[config.mk]
export PLATFORM = sky130hd
export DESIGN_NAME = mss_top
export DESIGN_NICKNAME = d
export VERILOG_FILES = /design/src/verilog/mss_pkg.sv /design/src/verilog/mss_sync.sv /design/src/verilog/mss_top.sv
export SDC_FILE = /design/constraint.sdc
export NUM_CORES = 1
export LEC_CHECK = 0
export ABC_AREA = 1
export BUFFER_PORTS_ARGS = -buffer_cell sky130_fd_sc_hd__buf_2
export CORE_AREA = 5 5 100 102
export CTS_CLUSTER_SIZE = 16
export DETAILED_ROUTE_END_ITERATION = 10
export DIE_AREA = 0 0 105 107
export PLACE_DENSITY_LB_ADDON = 0.1
export SYNTH_ARGS = -nofsm -noshare
export SYNTH_HDL_FRONTEND = slang
export SYNTH_SLANG_ARGS = --single-unit
export TNS_END_PERCENT = 1
[constraint.sdc]
create_clock -name aclk -period 2.95 [get_ports aclk]
set_clock_uncertainty 0.2 [all_clocks]
set_input_delay 0.1475 -clock aclk [delete_from_list [all_inputs] [get_ports aclk]]
set_output_delay 0.1475 -clock aclk [all_outputs]
set_load 0.02 [all_outputs]
[src/verilog/mss_pkg.sv]
// Package: register map, field positions and constants of the motor starter I/O block
package mss_pkg;

  // Register byte offsets (AXI4-Lite, one aligned word each)
  localparam logic [7:0] MSS_REG_CMD      = 8'h00;
  localparam logic [7:0] MSS_REG_STATUS   = 8'h04;
  localparam logic [7:0] MSS_REG_FAULT    = 8'h08;
  localparam logic [7:0] MSS_REG_CTRL     = 8'h0c;
  localparam logic [7:0] MSS_REG_ID       = 8'h10;

  // Command register fields
  localparam int MSS_CMD_FWD   = 0;
  localparam int MSS_CMD_REV   = 1;
  localparam int MSS_CMD_BRAKE = 2;
  localparam int MSS_CMD_RESET = 3;
  localparam int MSS_CMD_W     = 4;

  // Status register fields
  localparam int MSS_ST_READY  = 0;
  localparam int MSS_ST_FLOW   = 1;
  localparam int MSS_ST_AUX1   = 2;
  localparam int MSS_ST_AUX2   = 3;
  localparam int MSS_ST_MANUAL = 4;
  localparam int MSS_ST_TRIP   = 5;
  localparam int MSS_ST_FAULT  = 6;

  // Fault register fields (sticky, cleared by remote reset once cause is gone)
  localparam int MSS_F_NOFLOW  = 0;
  localparam int MSS_F_UNDERV  = 1;
  localparam int MSS_F_UNBAL   = 2;
  localparam int MSS_F_MAIN    = 3;
  localparam int MSS_F_DEVICE  = 4;
  localparam int MSS_F_W       = 5;

  // Control register fields
  localparam int MSS_CTRL_BRAKE = 0;

  // Supply dip threshold, reported by the analog comparator
  localparam int MSS_UNDERV_MV = 18000;

  // Identification value, arbitrary
  localparam logic [31:0] MSS_ID_VALUE = 32'h0000_a5c3;

  localparam logic [1:0] MSS_RESP_OKAY   = 2'b00;
  localparam logic [1:0] MSS_RESP_SLVERR = 2'b10;

  localparam logic [MSS_CMD_W-1:0] MSS_CMD_RST = 4'h0;
  localparam logic [MSS_F_W-1:0]   MSS_F_RST   = 5'h00;

  typedef enum logic [1:0] {MSS_AUTO, MSS_MANUAL} mss_mode_t;

endpackage

[src/verilog/mss_sync.sv]
// Three-stage input synchroniser with agreement filter
`timescale 1ns/10ps
`default_nettype none
module mss_sync #(
  parameter int W = 1
) (
  // Clock and reset
  input  wire logic         aclk,
  input  wire logic         aresetn,
  // Data
  input  wire logic [W-1:0] d,
  output logic      [W-1:0] q
);

  typedef struct packed {
    logic [W-1:0] s1;
    logic [W-1:0] s2;
    logic [W-1:0] s3;
    logic [W-1:0] q;
  } mss_sync_state_t;

  mss_sync_state_t st;
  mss_sync_state_t next_st;

  always_comb
  begin
    next_st    = st;
    next_st.s1 = d;
    next_st.s2 = st.s1;
    next_st.s3 = st.s2;
    // Change accepted only once stages two and three agree
    for (int i = 0; i < W; i++)
    begin
      if (st.s2[i] == st.s3[i])
      begin
        next_st.q[i] = st.s3[i];
      end
    end
  end

  always_ff @(posedge aclk)
  begin
    if (!aresetn)
    begin
      st <= '0;
    end
    else
    begin
      st <= next_st;
    end
  end

  assign q = st.q;

endmodule
`default_nettype wire

[src/verilog/mss_top.sv]
// Top: AXI4-Lite slave and command/status logic of the solid-state reversing starter
//
// Added by the designer: the AXI4-Lite register port and the register offsets.
`timescale 1ns/10ps
`default_nettype none
// Functional notes
// Brake driven only when brake contact fitted
// Brake follows own bit, independent of run
// Program coordinates brake and run safely
// Manual clears ready; hand unit restores auto
// Local trip: motor off, ready cleared
// Remote trip: ready cleared, program decides
// No current flow fault clears ready
// Supply dip below 18 V faults
// Current unbalance over limit faults
// Main circuit fault clears ready
// Device fault latched until reset after removal
// Program checks ready before relying on commands
// Current flow bit is 1 when flowing
// Aux status bits mirror aux inputs
// Command bits: 1 on, 0 off
module mss_top
  import mss_pkg::*;
#(
  parameter bit HAS_BRAKE = 1'b1
) (
  // Clock and reset
  input  wire logic        aclk,
  input  wire logic        aresetn,
  // AXI4-Lite write address
  input  wire logic [7:0]  s_axi_awaddr,
  input  wire logic        s_axi_awvalid,
  output logic             s_axi_awready,
  // AXI4-Lite write data
  input  wire logic [31:0] s_axi_wdata,
  input  wire logic [3:0]  s_axi_wstrb,
  input  wire logic        s_axi_wvalid,
  output logic             s_axi_wready,
  // AXI4-Lite write response
  output logic [1:0]       s_axi_bresp,
  output logic             s_axi_bvalid,
  input  wire logic        s_axi_bready,
  // AXI4-Lite read address
  input  wire logic [7:0]  s_axi_araddr,
  input  wire logic        s_axi_arvalid,
  output logic             s_axi_arready,
  // AXI4-Lite read data
  output logic [31:0]      s_axi_rdata,
  output logic [1:0]       s_axi_rresp,
  output logic             s_axi_rvalid,
  input  wire logic        s_axi_rready,
  // Local field inputs (asynchronous)
  input  wire logic        aux_input_one,
  input  wire logic        aux_input_two,
  input  wire logic        current_sense,
  input  wire logic        manual_switch_req,
  input  wire logic        handheld_auto_req,
  input  wire logic        trip_event,
  input  wire logic        trip_mode_local,
  input  wire logic        supply_dip,
  input  wire logic        unbalance_exceeded,
  input  wire logic        main_circuit_fault,
  input  wire logic        device_fault,
  // Power stage outputs
  output logic             motor_forward,
  output logic             motor_reverse,
  output logic             brake_contact,
  // Bus status bits
  output logic             ready_status_bit,
  output logic             current_flow_bit,
  output logic             aux_input_one_status,
  output logic             aux_input_two_status
);

  // ---------------------------------------------------------------
  // Input synchronisation
  // ---------------------------------------------------------------
  localparam int NIN = 11;
  logic [NIN-1:0] raw_in;
  logic [NIN-1:0] syn;

  assign raw_in = {device_fault, main_circuit_fault, unbalance_exceeded, supply_dip,
                   trip_mode_local, trip_event, handheld_auto_req, manual_switch_req,
                   current_sense, aux_input_two, aux_input_one};

  mss_sync #(.W(NIN)) u_sync (
    .aclk    (aclk),
    .aresetn (aresetn),
    .d       (raw_in),
    .q       (syn)
  );

  logic aux1_s, aux2_s, flow_s, man_s, auto_s, trip_s, tloc_s;
  logic dip_s, unb_s, mainf_s, devf_s;
  assign {devf_s, mainf_s, unb_s, dip_s, tloc_s, trip_s, auto_s, man_s,
          flow_s, aux2_s, aux1_s} = syn;

  // ---------------------------------------------------------------
  // State
  // ---------------------------------------------------------------
  typedef struct packed {
    logic                 awready;
    logic                 wready;
    logic                 aw_held;
    logic                 w_held;
    logic [7:0]           awaddr;
    logic [31:0]          wdata;
    logic [3:0]           wstrb;
    logic                 bvalid;
    logic [1:0]           bresp;
    logic                 rvalid;
    logic [31:0]          rdata;
    logic [1:0]           rresp;
    logic [MSS_CMD_W-1:0] cmd;
    mss_mode_t            mode;
    logic                 tripped;
    logic                 trip_prev;
    logic                 trip_cut;
    logic [MSS_F_W-1:0]   fault;
    logic                 fwd;
    logic                 rev;
    logic                 brake;
    logic                 ready;
    logic                 flow;
    logic                 aux1;
    logic                 aux2;
  } mss_state_t;

  mss_state_t st;
  mss_state_t next_st;

  function automatic logic [31:0] merge_strb(input logic [31:0] old_v,
                                             input logic [31:0] new_v,
                                             input logic [3:0]  strb);
    logic [31:0] r;
    r = old_v;
    for (int b = 0; b < 4; b++)
    begin
      if (strb[b])
      begin
        r[b*8 +: 8] = new_v[b*8 +: 8];
      end
    end
    return r;
  endfunction

  logic [MSS_F_W-1:0] fault_src;
  logic [31:0]        status_word;
  logic [31:0]        ctrl_word;

  always_comb
  begin
    fault_src                = '0;
    fault_src[MSS_F_NOFLOW]  = (st.fwd | st.rev) & ~flow_s;
    fault_src[MSS_F_UNDERV]  = dip_s;
    fault_src[MSS_F_UNBAL]   = unb_s;
    fault_src[MSS_F_MAIN]    = mainf_s;
    fault_src[MSS_F_DEVICE]  = devf_s;
    status_word                 = '0;
    status_word[MSS_ST_READY]   = st.ready;
    status_word[MSS_ST_FLOW]    = st.flow;
    status_word[MSS_ST_AUX1]    = st.aux1;
    status_word[MSS_ST_AUX2]    = st.aux2;
    status_word[MSS_ST_MANUAL]  = (st.mode == MSS_MANUAL);
    status_word[MSS_ST_TRIP]    = st.tripped;
    status_word[MSS_ST_FAULT]   = |st.fault;
    ctrl_word    = '0;
    ctrl_word[MSS_CTRL_BRAKE] = HAS_BRAKE;
  end

  // ---------------------------------------------------------------
  // Next-state logic
  // ---------------------------------------------------------------
  // Full-width scratch for the strobe merge; only the command bits are kept
  logic [31:0] cmd_merged;
  logic        rst_cmd;

  always_comb
  begin
    next_st    = st;
    cmd_merged = '0;
    rst_cmd    = st.cmd[MSS_CMD_RESET];

    // Write channel capture, either order
    if (st.awready && s_axi_awvalid)
    begin
      next_st.awaddr  = s_axi_awaddr;
      next_st.aw_held = 1'b1;
      next_st.awready = 1'b0;
    end
    if (st.wready && s_axi_wvalid)
    begin
      next_st.wdata  = s_axi_wdata;
      next_st.wstrb  = s_axi_wstrb;
      next_st.w_held = 1'b1;
      next_st.wready = 1'b0;
    end
    if (st.aw_held && st.w_held && !st.bvalid)
    begin
      next_st.aw_held = 1'b0;
      next_st.w_held  = 1'b0;
      next_st.bvalid  = 1'b1;
      next_st.bresp   = MSS_RESP_OKAY;
      // Byte strobes only matter for the command word
      case (st.awaddr)
        MSS_REG_CMD:
        begin
          cmd_merged  = merge_strb({28'h0000000, st.cmd}, st.wdata, st.wstrb);
          next_st.cmd = cmd_merged[MSS_CMD_W-1:0];
        end
        MSS_REG_STATUS, MSS_REG_FAULT, MSS_REG_CTRL, MSS_REG_ID:
        begin
          next_st.bresp = MSS_RESP_OKAY;
        end
        default:
        begin
          next_st.bresp = MSS_RESP_SLVERR;
        end
      endcase
    end
    if (st.bvalid && s_axi_bready)
    begin
      next_st.bvalid  = 1'b0;
      next_st.awready = 1'b1;
      next_st.wready  = 1'b1;
    end

    // Read channel
    // A new address waits until the pending answer is taken
    if (s_axi_arvalid && !st.rvalid)
    begin
      next_st.rvalid = 1'b1;
      next_st.rresp  = MSS_RESP_OKAY;
      case (s_axi_araddr)
        MSS_REG_CMD:    next_st.rdata = {28'h0000000, st.cmd};
        MSS_REG_STATUS: next_st.rdata = status_word;
        MSS_REG_FAULT:  next_st.rdata = {27'h0000000, st.fault};
        MSS_REG_CTRL:   next_st.rdata = ctrl_word;
        MSS_REG_ID:     next_st.rdata = MSS_ID_VALUE;
        default:
        begin
          next_st.rdata = '0;
          next_st.rresp = MSS_RESP_SLVERR;
        end
      endcase
    end
    else if (st.rvalid && s_axi_rready)
    begin
      next_st.rvalid = 1'b0;
    end

    // Manual / automatic mode
    case (st.mode)
      MSS_AUTO:
      begin
        if (man_s)
        begin
          next_st.mode = MSS_MANUAL;
        end
      end
      MSS_MANUAL:
      begin
        // Only the hand-held unit brings the starter back
        if (auto_s && !man_s)
        begin
          next_st.mode = MSS_AUTO;
        end
      end
      default:
      begin
        next_st.mode = MSS_AUTO;
      end
    endcase

    // Trip latch; rising edge sets, remote reset clears once cause gone
    next_st.trip_prev = trip_s;
    if (rst_cmd && !trip_s)
    begin
      next_st.tripped  = 1'b0;
      next_st.trip_cut = 1'b0;
    end
    if (trip_s && !st.trip_prev)
    begin
      next_st.tripped = 1'b1;
      if (tloc_s)
      begin
        next_st.trip_cut = 1'b1;
      end
    end

    // Faults: sticky; reset only removes bits whose cause is gone; set wins
    if (rst_cmd)
    begin
      next_st.fault = st.fault & fault_src;
    end
    next_st.fault = next_st.fault | fault_src;

    // Power stage; interlock both directions, local trip cuts motor
    next_st.fwd = st.cmd[MSS_CMD_FWD] & ~st.cmd[MSS_CMD_REV] & ~st.trip_cut
                  & (st.mode == MSS_AUTO);
    next_st.rev = st.cmd[MSS_CMD_REV] & ~st.cmd[MSS_CMD_FWD] & ~st.trip_cut
                  & (st.mode == MSS_AUTO);
    // Brake from its own bit only; run commands and trips do not touch it
    next_st.brake = HAS_BRAKE & st.cmd[MSS_CMD_BRAKE];

    next_st.ready = (st.mode == MSS_AUTO) & ~st.tripped & ~(|st.fault);
    next_st.flow  = flow_s;
    next_st.aux1  = aux1_s;
    next_st.aux2  = aux2_s;
  end

  always_ff @(posedge aclk)
  begin
    if (!aresetn)
    begin
      st         <= '0;
      st.awready <= 1'b1;
      st.wready  <= 1'b1;
      st.mode    <= MSS_AUTO;
      st.cmd     <= MSS_CMD_RST;
      st.fault   <= MSS_F_RST;
    end
    else
    begin
      st <= next_st;
    end
  end

  // ---------------------------------------------------------------
  // Outputs
  // ---------------------------------------------------------------
  assign s_axi_awready        = st.awready;
  assign s_axi_wready         = st.wready;
  assign s_axi_bvalid         = st.bvalid;
  assign s_axi_bresp          = st.bresp;
  assign s_axi_arready        = ~st.rvalid;
  assign s_axi_rvalid         = st.rvalid;
  assign s_axi_rdata          = st.rdata;
  assign s_axi_rresp          = st.rresp;
  assign motor_forward        = st.fwd;
  assign motor_reverse        = st.rev;
  assign brake_contact        = st.brake;
  assign ready_status_bit     = st.ready;
  assign current_flow_bit     = st.flow;
  assign aux_input_one_status = st.aux1;
  assign aux_input_two_status = st.aux2;

endmodule
`default_nettype wire
# After elaboration in Yosys (flattened, before gate mapping)

Cells that the tools add are included.

Output and inout bits: 48
Word-level logic and storage cells: 122
Flip-flop bits (word level): 120

Reductions and logical operators: 27
Bitwise operators: 20
Equality and inequality tests: 22
Mux-type cells: 14

Operator list:

| operator                                                         | count |
|---|---|
| 16-bit case mux with 5 select lines                              | 1 |
| 8-bit by 4-bit == test with 1-bit output (second input constant) | 4 |
| 8-bit by 3-bit == test with 1-bit output (second input constant) | 2 |
| 8-bit by 5-bit == test with 1-bit output (second input constant) | 2 |
| 8-bit logical NOT                                                | 2 |
| 5-bit OR reduction                                               | 3 |
| 1-bit == test                                                    | 11 |
| 1-bit logical AND                                                | 10 |
| 1-bit AND                                                        | 9 |
| 2-bit 2-to-1 mux                                                 | 4 |
| 1-bit inverter                                                   | 8 |
| 1-bit 2-to-1 mux                                                 | 7 |
| 5-bit AND                                                        | 1 |
| 1-bit logical NOT                                                | 5 |
| 5-bit 2-to-1 mux                                                 | 1 |
| 5-bit OR                                                         | 1 |
| 2-bit by 1-bit != test with 1-bit output (second input constant) | 2 |
| 2-bit case mux with 2 select lines                               | 1 |
| 2-bit nonzero test                                               | 2 |
| 2-bit OR reduction                                               | 2 |
| 3-bit AND reduction                                              | 1 |
| 2-bit by 1-bit == test with 1-bit output (second input constant) | 1 |
| 2-bit logical NOT                                                | 1 |
| 2-bit AND reduction                                              | 1 |
| 1-bit OR                                                         | 1 |

# Depth between registers and ports, before layout

Gate-level depths: netlist (run 1).

Depth in word-level cells: 5
Mapped depth: 9

# By module

A second synthesis (run 1) with hierarchy kept.

Cells, all modules: 449
Area total of the unflattened synthesis: 3647.2 sq um

Modules (own cells, without submodules):

| module   | cells an instance | seq. area each (sq um) | area an instance (sq um) | instances |
|---|---|---|---|---|
| mss_top  | 290               | 980.9                  | 2177.1                   | 1 |
| mss_sync | 159               | 880.8                  | 1470.2                   | 1 |

# Worst setup path before layout (run 1)

Ideal clock, no wire load.

Path kind: reg2reg
Start: reg st (netlist bit s_axi_bvalid)
End: reg st (netlist bit next_st[4])
Required time: 2.630 ns
Path buffers: 0
Setup slack: 1.577 ns
Period minus slack after synthesis: 1.373 ns
Library setup time: 0.120 ns
Arrival: 1.053 ns
Cell stages (with the launch flop): 7
Cells stage by stage: dfxtp_1 inv_1 nand3_1 nor2_1 nand4_2 o21ai_0 a21oi_1

Longest elaborated chain between the ends: 3

RTL lines:

| element                       | line           | RTL |
|---|---|---|
| start, declared               | mss_top.sv:129 | `mss_state_t st;` |
| start signal, assigned        | mss_top.sv:325 | `st <= next_st;` |
| 1-bit logical NOT             | mss_top.sv:198 | `if (st.aw_held && st.w_held && !st.bvalid)` |
| 1-bit logical AND             | mss_top.sv:198 |  |
| 3-bit AND reduction (no line) | n/a            |  |

Every way passes these cells.
A chain may end at the register's enable or synchronous reset.

# Worst setup path in the final report (run 1)

Start: reg st (netlist bit s_axi_wready)
End: reg st[59] (netlist name)

Longest elaborated chain between the ends: 1

RTL lines:

| element           | line           | RTL |
|---|---|---|
| 1-bit logical AND | mss_top.sv:191 | `if (st.wready && s_axi_wvalid)` |

Every way passes these cells.

==> results of run 1 <==
[worst max-delay path, cell delays in order (launching register included)]
cell	delay [ps]
dfxtp_1	360
nand2_1	150
o21ai_0	190
a21oi_1	60
dlygate4sd3_1	550
[placed cells by master, fill, tap and decap left out]
cell	n
a21boi_0	1
a21o_1	3
a21oi_1	27
a21oi_2	1
a41oi_1	1
buf_2	64
buf_4	1
bufinv_16	1
clkbuf_8	10
clkinv_1	1
clkinvlp_4	3
conb_1	22
dfxtp_1	93
dlygate4sd3_1	29
inv_1	72
inv_2	2
inv_4	1
inv_6	2
maj3_1	2
nand2_1	71
nand2_2	5
nand3_1	10
nand4_1	3
nand4_2	1
nor2_1	43
nor2_2	6
nor2_4	1
nor3_1	8
nor4_1	1
o21a_1	1
o21ai_0	28
o21ai_1	5
o21bai_1	4
o32ai_1	1
[logic make-up (layout without fill, tap and decap cells)]
logic type | count (synthesis) | count (layout)
AO/OA/AOI/OAI | 72 | 72
adder cells (fa/ha/maj) | 2 | 2
buffers and inverters | 122 | 186
flip-flops | 93 | 93
other | 1 | 22
AND/OR/NAND/NOR | 149 | 149
[sequential cells by signal, indices dropped and copies added, names as in the netlist]
| name | flops |
|---|---|
| s_axi_wready | 1 |
| u_sync.next_st | 22 |
| s_axi_rvalid | 1 |
| s_axi_rresp | 1 |
| rst_cmd | 1 |
| u_sync.q | 11 |
| aux_input_one_status | 1 |
| motor_forward | 1 |
| u_sync.st | 11 |
| ready_status_bit | 1 |
| s_axi_awready | 1 |
| st | 26 |
| current_flow_bit | 1 |
| s_axi_rdata | 8 |
| next_st | 1 |
| motor_reverse | 1 |
| s_axi_bresp | 1 |
| s_axi_bvalid | 1 |
| brake_contact | 1 |
| aux_input_two_status | 1 |
[layer usage]
metal	up-vias	global-route usage [%]	share of wire, %
li1	1455	-	-
met1	1197	14.75	46
met2	56	19.83	47
met3	11	2.468	5.3
met4	0	6.301	2.0
met5	-	0	0
[what timing repair did]
item | CTS | global route
hold endpoints to repair | 31 | 0
setup endpoints to repair | 0 | 0
hold buffers | 29 | 0
[through the flow]
stage          hold slack (ps)  area (µm²)  total power (µW)  worst slack (ps)
2_1_floorplan            45.13        3598              1502              1577
3_3_place_gp             130.0        3749              1530              1470
3_5_place_dp             130.3        3749              1535              1432
4_1_cts                  24.52        4247              2436              1348
5_1_grt                  82.27        4247              2515              1242
6_report                 60.02        4247              2401              1329
[report_power, final]
part           switching, µW  total [µW]  internal [µW]
clock network            447         867            421
logic                    129         213           84.1
registers               20.5        1320           1300
[how the worst max path moves through the flow]
stage	start	to	slack, ps	cells after the start
after floorplan	s_axi_bvalid$_SDFFE_PP0P_	next_st[4]$_SDFFE_PN0P_	1580	6
after global placement	aresetn	u_sync.q[9]$_SDFFE_PN0N_	1470	5
after detailed placement	aresetn	st[12]$_SDFF_PN0_	1430	4
after CTS	s_axi_wready$_SDFFE_PP1P_	st[59]$_SDFFE_PN0P_	1350	4
after global routing	s_axi_wready$_SDFFE_PP1P_	st[59]$_SDFFE_PN0P_	1240	4
final	s_axi_wready$_SDFFE_PP1P_	st[59]$_SDFFE_PN0P_	1330	4
[cell type report]
cell class	count	area, µm²
fillers	945	4775
flip-flops and latches	93	1862
multi-input cells	245	1132
repair buffers	94	618.1
inverters	76	287.8
well taps	111	138.9
clock buffers	10	137.6
clock inverters	6	70.07
==> results.toml, run 1 <==
[clock_network]
cts.sinks = 93
cts-root-buf = "clkbuf_8"
cts-htree-levels = 3
clock_path_buffers = 2
post_cts_buffers = 0
cts_made_buffers = 9
cts-resized-gates = 0
cts_tree = "yes"
clock_latency_ps = 350
cts.reportedPaths.clkPinSlew_ps = 90

[yosys]
yosys-top-cells-count = "93 x dfxtp_1, 72 x inv_1, 71 x nand2_1"
synth_xor_area_share_pct = 0
synthArstFlopShare_pct = 0
synthSimpleGateAreaFrac_pct = 18.06
ys_ff_latch = 93
yosysMostFrequentCell = "dfxtp_1"
synth_top_area_cell = "dfxtp_1"
synthMuxAreaShare_pct = 0
synth.avg_cell_area_um2 = 8.017
synth_top_family_by_area = "simple AND/OR/NAND/NOR gates"
ys_types = 31
synth_fa_ha_area_share_pct = 0.5688
ys.flop_type = "dfxtp_1"
netlist.area_leader.share_pct = 52.90
synth.yosys.seq_area_share_pct = 52.90
synth_compound_area_share_pct = 11.20
synth_edf_count = 0
syn_area_um2 = 3520
synth.area.top_cells = "dfxtp_1 53%, buf_4 7.7%, inv_1 7.7%"
postSynthCellCount = 439
ys.warnings.count = 0

[timing]
rsz0062_at_grt = "no"
final-max-slew-violation-count = 0
slew_headroom_pct = 56.68
layout_min_cycle_time_ps = 1621
tns_ps = 0
setup_violations = 0
post-route-period-util_pct = 54.96
finalHoldViolCount = 0
fmax_ghz = 0.6168
tightest_slew_ps = 649.8

[setup_path]
worstSetupPathType = "reg2reg"
critical_path_arrival_ps = 1670
crit_required_ps = 3000
regToRegEndpoint = "st[59]$_SDFFE_PN0P_"
path_max_fanout = 8
crit_path_start_kind = "flip-flop"
crit_path_end_kind = "flip-flop"
rrSetupSlack_ps = 1330
crit-reg2reg-launch = "s_axi_wready$_SDFFE_PP1P_"
reg2reg_depth = 4

[detailed_routing]
firstDrtPassIters = 4
wl_mm = 6.598
drtIter0Drc = 54
drc = 0
drtAntennaViolNets = 0
vias = 2719
vias_per_cell = 4.282
wire_per_inst_um = 10.39

[worst_hold_path]
hold_start = "s_axi_awvalid"
min_path_type = "in2reg"
hold_path_end = "s_axi_awready$_SDFFE_PP1P_"
worstHoldPathCells = 4

[power_and_ir_drop]
p_per_area_nw_per_um2 = 565.5
ir_worst_vdd_mv = 0.2864
p_leak_uw = 0.002215

[global_routing]
overflow = 0
grt_pass1_wl_mm = 11.09
grt_max_degree = 72
antenna_found_initial = 0
first_global_vias = 2514
grt.total_usage_pct = 12.02

[finish]
fin_cells = 635
area_growth_pct = 20.65
nNetsFinal = 589
drive_above_1_share_pct = 18.70
fin_util_pct = 47.07
diodes = 0

[placement]
gp_congestion = 0.7347
dp_hpwl_mm = 4.595
place_inst = 590
io_buffers = 64

[status]
outcome = "finished, final reports clean"

[die]
die-area_um2 = 11240
ioPinCount = 118
die-height_um = 107
num_rows = 35
initial_core_util_pct = 39.02
die_x_um = 105
fp.coreArea_um2 = 9021

[job]
maxCapViolations = 0
(Power assumes the default switching activity.)
==> run 2: changes to the inputs <==
Clock period 2.95 ns to 1.5 ns, I/O delays scaled along.
==> run 2 against run 1 <==
  * Global-route usage decreased by 0.33 points
  * Highest routed layer unchanged
  * Power is 100% higher
  * Count of clock-buffer cells in the layout unchanged
  * Worst hold slack worse by 37 ps
  * Utilization rose by 0.82 points
  * Setup slack worse by 1200 ps
  * First-iteration DRC count grew 30%
  * Critical path depth rose by 2
  * Final area rose by 1.7%
==> results.toml, run 2 (synthesis gave the netlist of run 1 again) <==
[setup_path]
crit_required_ps = 1540
crit_path_start_kind = "flip-flop"
crit-reg2reg-launch = "st[101]$_SDFFE_PN0P_"
critical_path_arrival_ps = 1440
reg2reg_depth = 6
worstSetupPathType = "reg2reg"
path_max_fanout = 8
path_cells = "inv_1 -> nand2_1 -> nor3_1 -> nand4_2 -> o21ai_0 -> a21oi_1"
critPathSlowestCell = "dfxtp_1"
max_stage_delay_ps = 300
crit_path_end_kind = "flip-flop"
regToRegEndpoint = "st[17]$_SDFFE_PN0P_"
rrSetupSlack_ps = 90

[detailed_routing]
drtIter0Drc = 70
m1WireLength_mm = 2.935
wl_met2_mm = 3.016
drtAntennaViolNets = 0
wire_per_inst_um = 9.969
top_layer = "met4"
wl_mm = 6.400
met3_length_um = 363
firstDrtPassIters = 4
drc = 0
vias = 2701
vias_per_cell = 4.207

[placement]
place_area_um2 = 3806
dp_hpwl_mm = 4.779
gp_congestion = 0.7843
io_buffers = 64

[global_routing]
overflow = 0
antenna_found_initial = 0
first_global_vias = 2544
grt_pass1_wl_mm = 10.82
grt_max_degree = 31
grt.total_usage_pct = 11.69

[finish]
regMostFlops = "st"
drive_above_1_share_pct = 19.40
layout_commonest_cell = "dfxtp_1"
diodes = 0
largest_reg_flops = 26
area_growth_pct = 22.75
fillerInstances = 918
final_cell_area_um2 = 4320
mostFrequentLayoutCells = "93 x dfxtp_1, 72 x inv_1, 71 x nand2_1"
fin_util_pct = 47.89
nNetsFinal = 596

[clock_network]
cts-root-buf = "clkbuf_8"
clock_path_buffers = 2
cts-htree-levels = 3
cts_tree = "yes"
cts.reportedPaths.clkPinSlew_ps = 90
cts.sinks = 93
clock_latency_ps = 350
post_cts_buffers = 0
cts_made_buffers = 9

[timing]
layout_min_cycle_time_ps = 1408
final-max-slew-violation-count = 0
holdWs_ps = 22.55
rsz0062_at_grt = "yes"
post-route-period-util_pct = 93.87
setup_violations = 0
fmax_ghz = 0.7102
finalHoldViolCount = 0

[die]
die_x_um = 105
die-height_um = 107
fp.coreArea_um2 = 9021
ioPinCount = 118
num_rows = 35
initial_core_util_pct = 39.02
die-area_um2 = 11240

[worst_hold_path]
worstHoldPathCells = 6
hold_path_end = "s_axi_rdata[6]$_SDFFE_PN0P_"
hold_start = "s_axi_araddr[1]"
min_path_type = "in2reg"

[job]
maxCapViolations = 0

[power_and_ir_drop]
p_leak_uw = 0.002262
p_per_area_nw_per_um2 = 1110
ir_worst_vdd_mv = 0.4882

[status]
outcome = "finished, final reports clean"
-- run 2: changes by cell type in the layout (fill, tap and decap cells not counted) --
cell           previous run  this run
buf_4                     1         6
clkinv_2                  0         2
clkinvlp_4                3         1
o21ai_0                  28        26
o21ai_1                   5         7
buf_12                    0         1
bufinv_16                 1         2
clkbuf_1                  0         1
clkbuf_8                 10         9
dlygate4sd3_1            29        30
inv_6                     2         1
-- run 2: where the power goes --
group	total, µW	internal, µW	switching (µW)
registers	2600	2560	39.7
logic	432	179	253
clock network	1770	939	826
total	4790	3680	1120
-- run 2: how the worst max path moves through the flow --
stage | from | to | slack (ps)
floorplan | s_axi_bvalid$_SDFFE_PP0P_ | next_st[4]$_SDFFE_PN0P_ | 130
global placement | st[101]$_SDFFE_PN0P_ | rst_cmd$_SDFFE_PN0P_ | 120
global route | s_axi_bvalid$_SDFFE_PP0P_ | rst_cmd$_SDFFE_PN0P_ | -30
finish | st[101]$_SDFFE_PN0P_ | st[17]$_SDFFE_PN0P_ | 90
CTS | s_axi_bvalid$_SDFFE_PP0P_ | st[17]$_SDFFE_PN0P_ | 80
detailed placement | st[101]$_SDFFE_PN0P_ | st[17]$_SDFFE_PN0P_ | 100
-- run 2: routing by layer --
layer,up-vias,global-route usage [%]
li1,1468,-
met1,1165,13.71
met2,61,20.19
met3,7,3.010
met4,0,4.932
met5,-,0
-- run 2: layout make-up --
type	instances	area, µm²	area share (%)
Timing Repair Buffer	101	685.7	15.87
Inverter	76	287.8	6.661
Clock inverter	6	86.33	1.998
Clock buffer	10	127.6	2.954
Sequential cell	93	1862	43.09
Multi-Input combinational cell	245	1132	26.21
Tap cell	111	138.9	3.215
-- run 2: metrics by stage --
step	setup WS, ps	total power (µW)	TNS, ps	std cells
final	91.99	4794	0	642
after global routing	-34.48	5022	-91.63	642
after CTS	78.74	4864	0	642
after detailed placement	95.19	3033	0	596
after global placement	118.8	3027	0	596
after floorplan	127.3	2954	0	460
-- run 2: critical path: cells and delay by family, from the launching register on --
family,cells,cell delay (ps)
simple gates,3,470
flops,1,300
buf+inv,1,60
compound gates,2,260
-- run 2: timing repair --
item,in CTS,in global routing
gates resized for setup,0,2
endpoints found under the hold margin,38,0
hold buffers,30,0
setup endpoints to repair,0,4
==> run 3: changes to the inputs <==
Settings changed: ABC_AREA 1 to 0, CORE_AREA 5 5 100 102 to 5 5 101 103, DIE_AREA 0 0 105 107 to 0 0 106 108.
==> run 3 against run 2 <==
  * The run now ends with hold timing, setup timing left
  * Critical path type unchanged
  * First-iteration DRC count is 24% higher
  * Global-route usage is 1.1 points higher
  * Critical path depth decreased by 1
  * Via count decreased by 0.67%
  * Combinational power is 0.9% higher
  * Sequential share of layout area fell by 1.5 points
  * Final area is 3.9% higher
  * Worst hold slack worse by 86 ps
  * Clock power barely moved
  * Largest power group unchanged
  * Register-to-register slack worse by 230 ps
  * Count of clock-buffer cells in the layout grew 1
  * Setup slack got worse by 230 ps
==> results.toml, run 3 <==
[status]
outcome = "finished, violations left"
violations = "hold timing, setup timing"

[yosys]
ys.warnings.count = 0
synth_edf_count = 0
ys.flop_type = "dfxtp_1"
synth.area.top_cells = "dfxtp_1 53%, buf_4 7.6%, and2_1 6.9%"
yosysMostFrequentCell = "dfxtp_1"
ys_ff_latch = 93
netlist.area_leader.share_pct = 52.52
synth.avg_cell_area_um2 = 9.529
postSynthCellCount = 372
syn_area_um2 = 3545
synthArstFlopShare_pct = 0
synth.yosys.seq_area_share_pct = 52.52
yosys-top-cells-count = "93 x dfxtp_1, 41 x nand2_1, 39 x and2_1"
ys_types = 39
synth_top_area_cell = "dfxtp_1"

[worst_hold_path]
hold_start = "s_axi_araddr[0]"
hold_path_end = "s_axi_rdata[0]$_SDFFE_PN0P_"
min_path_type = "in2reg"
worstHoldPathCells = 5

[setup_path]
crit_path_start_kind = "flip-flop"
critical_path_arrival_ps = 1730
rrSetupSlack_ps = -140
crit-reg2reg-launch = "st[97]$_SDFFE_PN0P_"
worstSetupPathType = "reg2reg"
regToRegEndpoint = "st[17]$_SDFFE_PN0P_"
reg2reg_depth = 5
crit_required_ps = 1590
crit_path_end_kind = "flip-flop"
path_max_fanout = 8

[power_and_ir_drop]
finalPower_uw = 4806
p_per_area_nw_per_um2 = 1070
ir_worst_vdd_mv = 0.5418
p_leak_uw = 0.001912

[placement]
gp_congestion = 0.7841
io_buffers = 64
dp_hpwl_mm = 4.952
place_inst = 533
pre_cts_ws_ps = -175.6

[clock_network]
cts_made_buffers = 9
cts_tree = "yes"
cts_hold_buf = 35
cts.sinks = 93
cts-htree-levels = 3
cts.reportedPaths.clkPinSlew_ps = 90
cts-root-buf = "clkbuf_8"
clock_path_buffers = 2
clock_latency_ps = 350
post_cts_buffers = 0

[global_routing]
grt_max_degree = 39
first_global_vias = 2531
grt.total_usage_pct = 12.75
overflow = 0
antenna_found_initial = 0
grt_pass1_wl_mm = 11.81

[timing]
holdWs_ps = -63.88
fin_ws_ps = -138.8
layout_min_cycle_time_ps = 1639
rsz0062_at_grt = "yes"
finalHoldViolCount = 3
setup_violations = 4
fmax_ghz = 0.6102
post-route-period-util_pct = 109.3
final-max-slew-violation-count = 0
tns_ps = -551.3

[die]
ioPinCount = 118
fp.coreArea_um2 = 9109
die-height_um = 108
initial_core_util_pct = 38.91
die_x_um = 106
num_rows = 35
die-area_um2 = 11450

[finish]
fin_util_pct = 49.30
drive_above_1_share_pct = 24.15
regMostFlops = "st"
fin_cells = 583
nNetsFinal = 538
layout_commonest_cell = "dfxtp_1"
largest_reg_flops = 26
mostFrequentLayoutCells = "90 x dfxtp_1, 64 x buf_2, 41 x nand2_1"
diodes = 0
area_growth_pct = 26.69

[detailed_routing]
m1WireLength_mm = 3.392
vias = 2683
drc = 0
met3_length_um = 408
top_layer = "met4"
drtIter0Drc = 87
vias_per_cell = 4.602
wire_per_inst_um = 12.04
wl_mm = 7.020
drtAntennaViolNets = 0
wl_met2_mm = 3.123
firstDrtPassIters = 4

[job]
maxCapViolations = 0
run 3: power breakdown:
part | internal [µW] | total (µW) | leakage, µW | switching [µW]
registers | 2540 | 2580 | 0.000760 | 41.3
clock network | 973 | 1790 | 0.000105 | 812
logic | 209 | 436 | 0.00105 | 227
total | 3730 | 4810 | 0.00191 | 1080
run 3: how the worst max path moves through the flow:
stage | from | end | slack, ps | cells after the start
2_1_floorplan | st[96]$_SDFFE_PN0P_ | next_st[4]$_SDFFE_PN0P_ | -120 | 3
3_3_place_gp | st[96]$_SDFFE_PN0P_ | st[17]$_SDFFE_PN0P_ | -140 | 5
3_5_place_dp | st[96]$_SDFFE_PN0P_ | st[17]$_SDFFE_PN0P_ | -180 | 5
4_1_cts | st[99]$_SDFFE_PN0P_ | st[18]$_SDFFE_PN0P_ | -150 | 5
5_1_grt | st[97]$_SDFFE_PN0P_ | rst_cmd$_SDFFE_PN0P_ | -260 | 5
6_report | st[97]$_SDFFE_PN0P_ | st[17]$_SDFFE_PN0P_ | -140 | 5
run 3: stage by stage:
stage	instance area (µm²)	hold slack [ps]
floorplan	3623	2.293
global placement	3882	79.47
detailed placement	3882	83.87
CTS	4477	-81.67
global route	4491	-42.08
finish	4491	-63.88
run 3: repair_timing:
item / in CTS / in global routing
resized for setup: 12 / 5
setup endpoints to repair: 4 / 11
hold endpoints to repair: 39 / 1
pin swaps: 6 / 1
run 3: routing by layer:
| metal | GRT usage [%] | vias to the layer above |
|---|---|---|
| li1 | - | 1382 |
| met1 | 16.75 | 1225 |
| met2 | 19.95 | 66 |
| met3 | 3.403 | 10 |
| met4 | 5.273 | 0 |
| met5 | 0 | - |
run 3: area by class of cell:
type	instances	area, µm²
repair buffers	117	812.0
clock buffers	11	141.4
well taps	111	138.9
inverters	6	22.52
clock inverters	4	72.57
fillers	904	4618
multi-input cells	241	1438
flip-flops and latches	93	1866
run 3: logic make-up (layout without fill, tap and decap cells):
logic type | Yosys count | count (layout) | synth area share (%)
AND/OR/NAND/NOR | 139 | 139 | 21.85
flip-flops | 93 | 93 | 52.52
multiplexers | 2 | 2 | 0.5648
other | 1 | 22 | 0.1058
XOR/XNOR | 1 | 1 | 0.2471
buffers and inverters | 59 | 138 | 10.10
AO/OA/AOI/OAI | 77 | 77 | 14.61
run 3: critical path, stage by stage (launching register included):
cell and delay (ps):
dfxtp_2 320, or4b_4 540, nor4_4 230, buf_6 170
nand3_2 50, o21ai_1 60
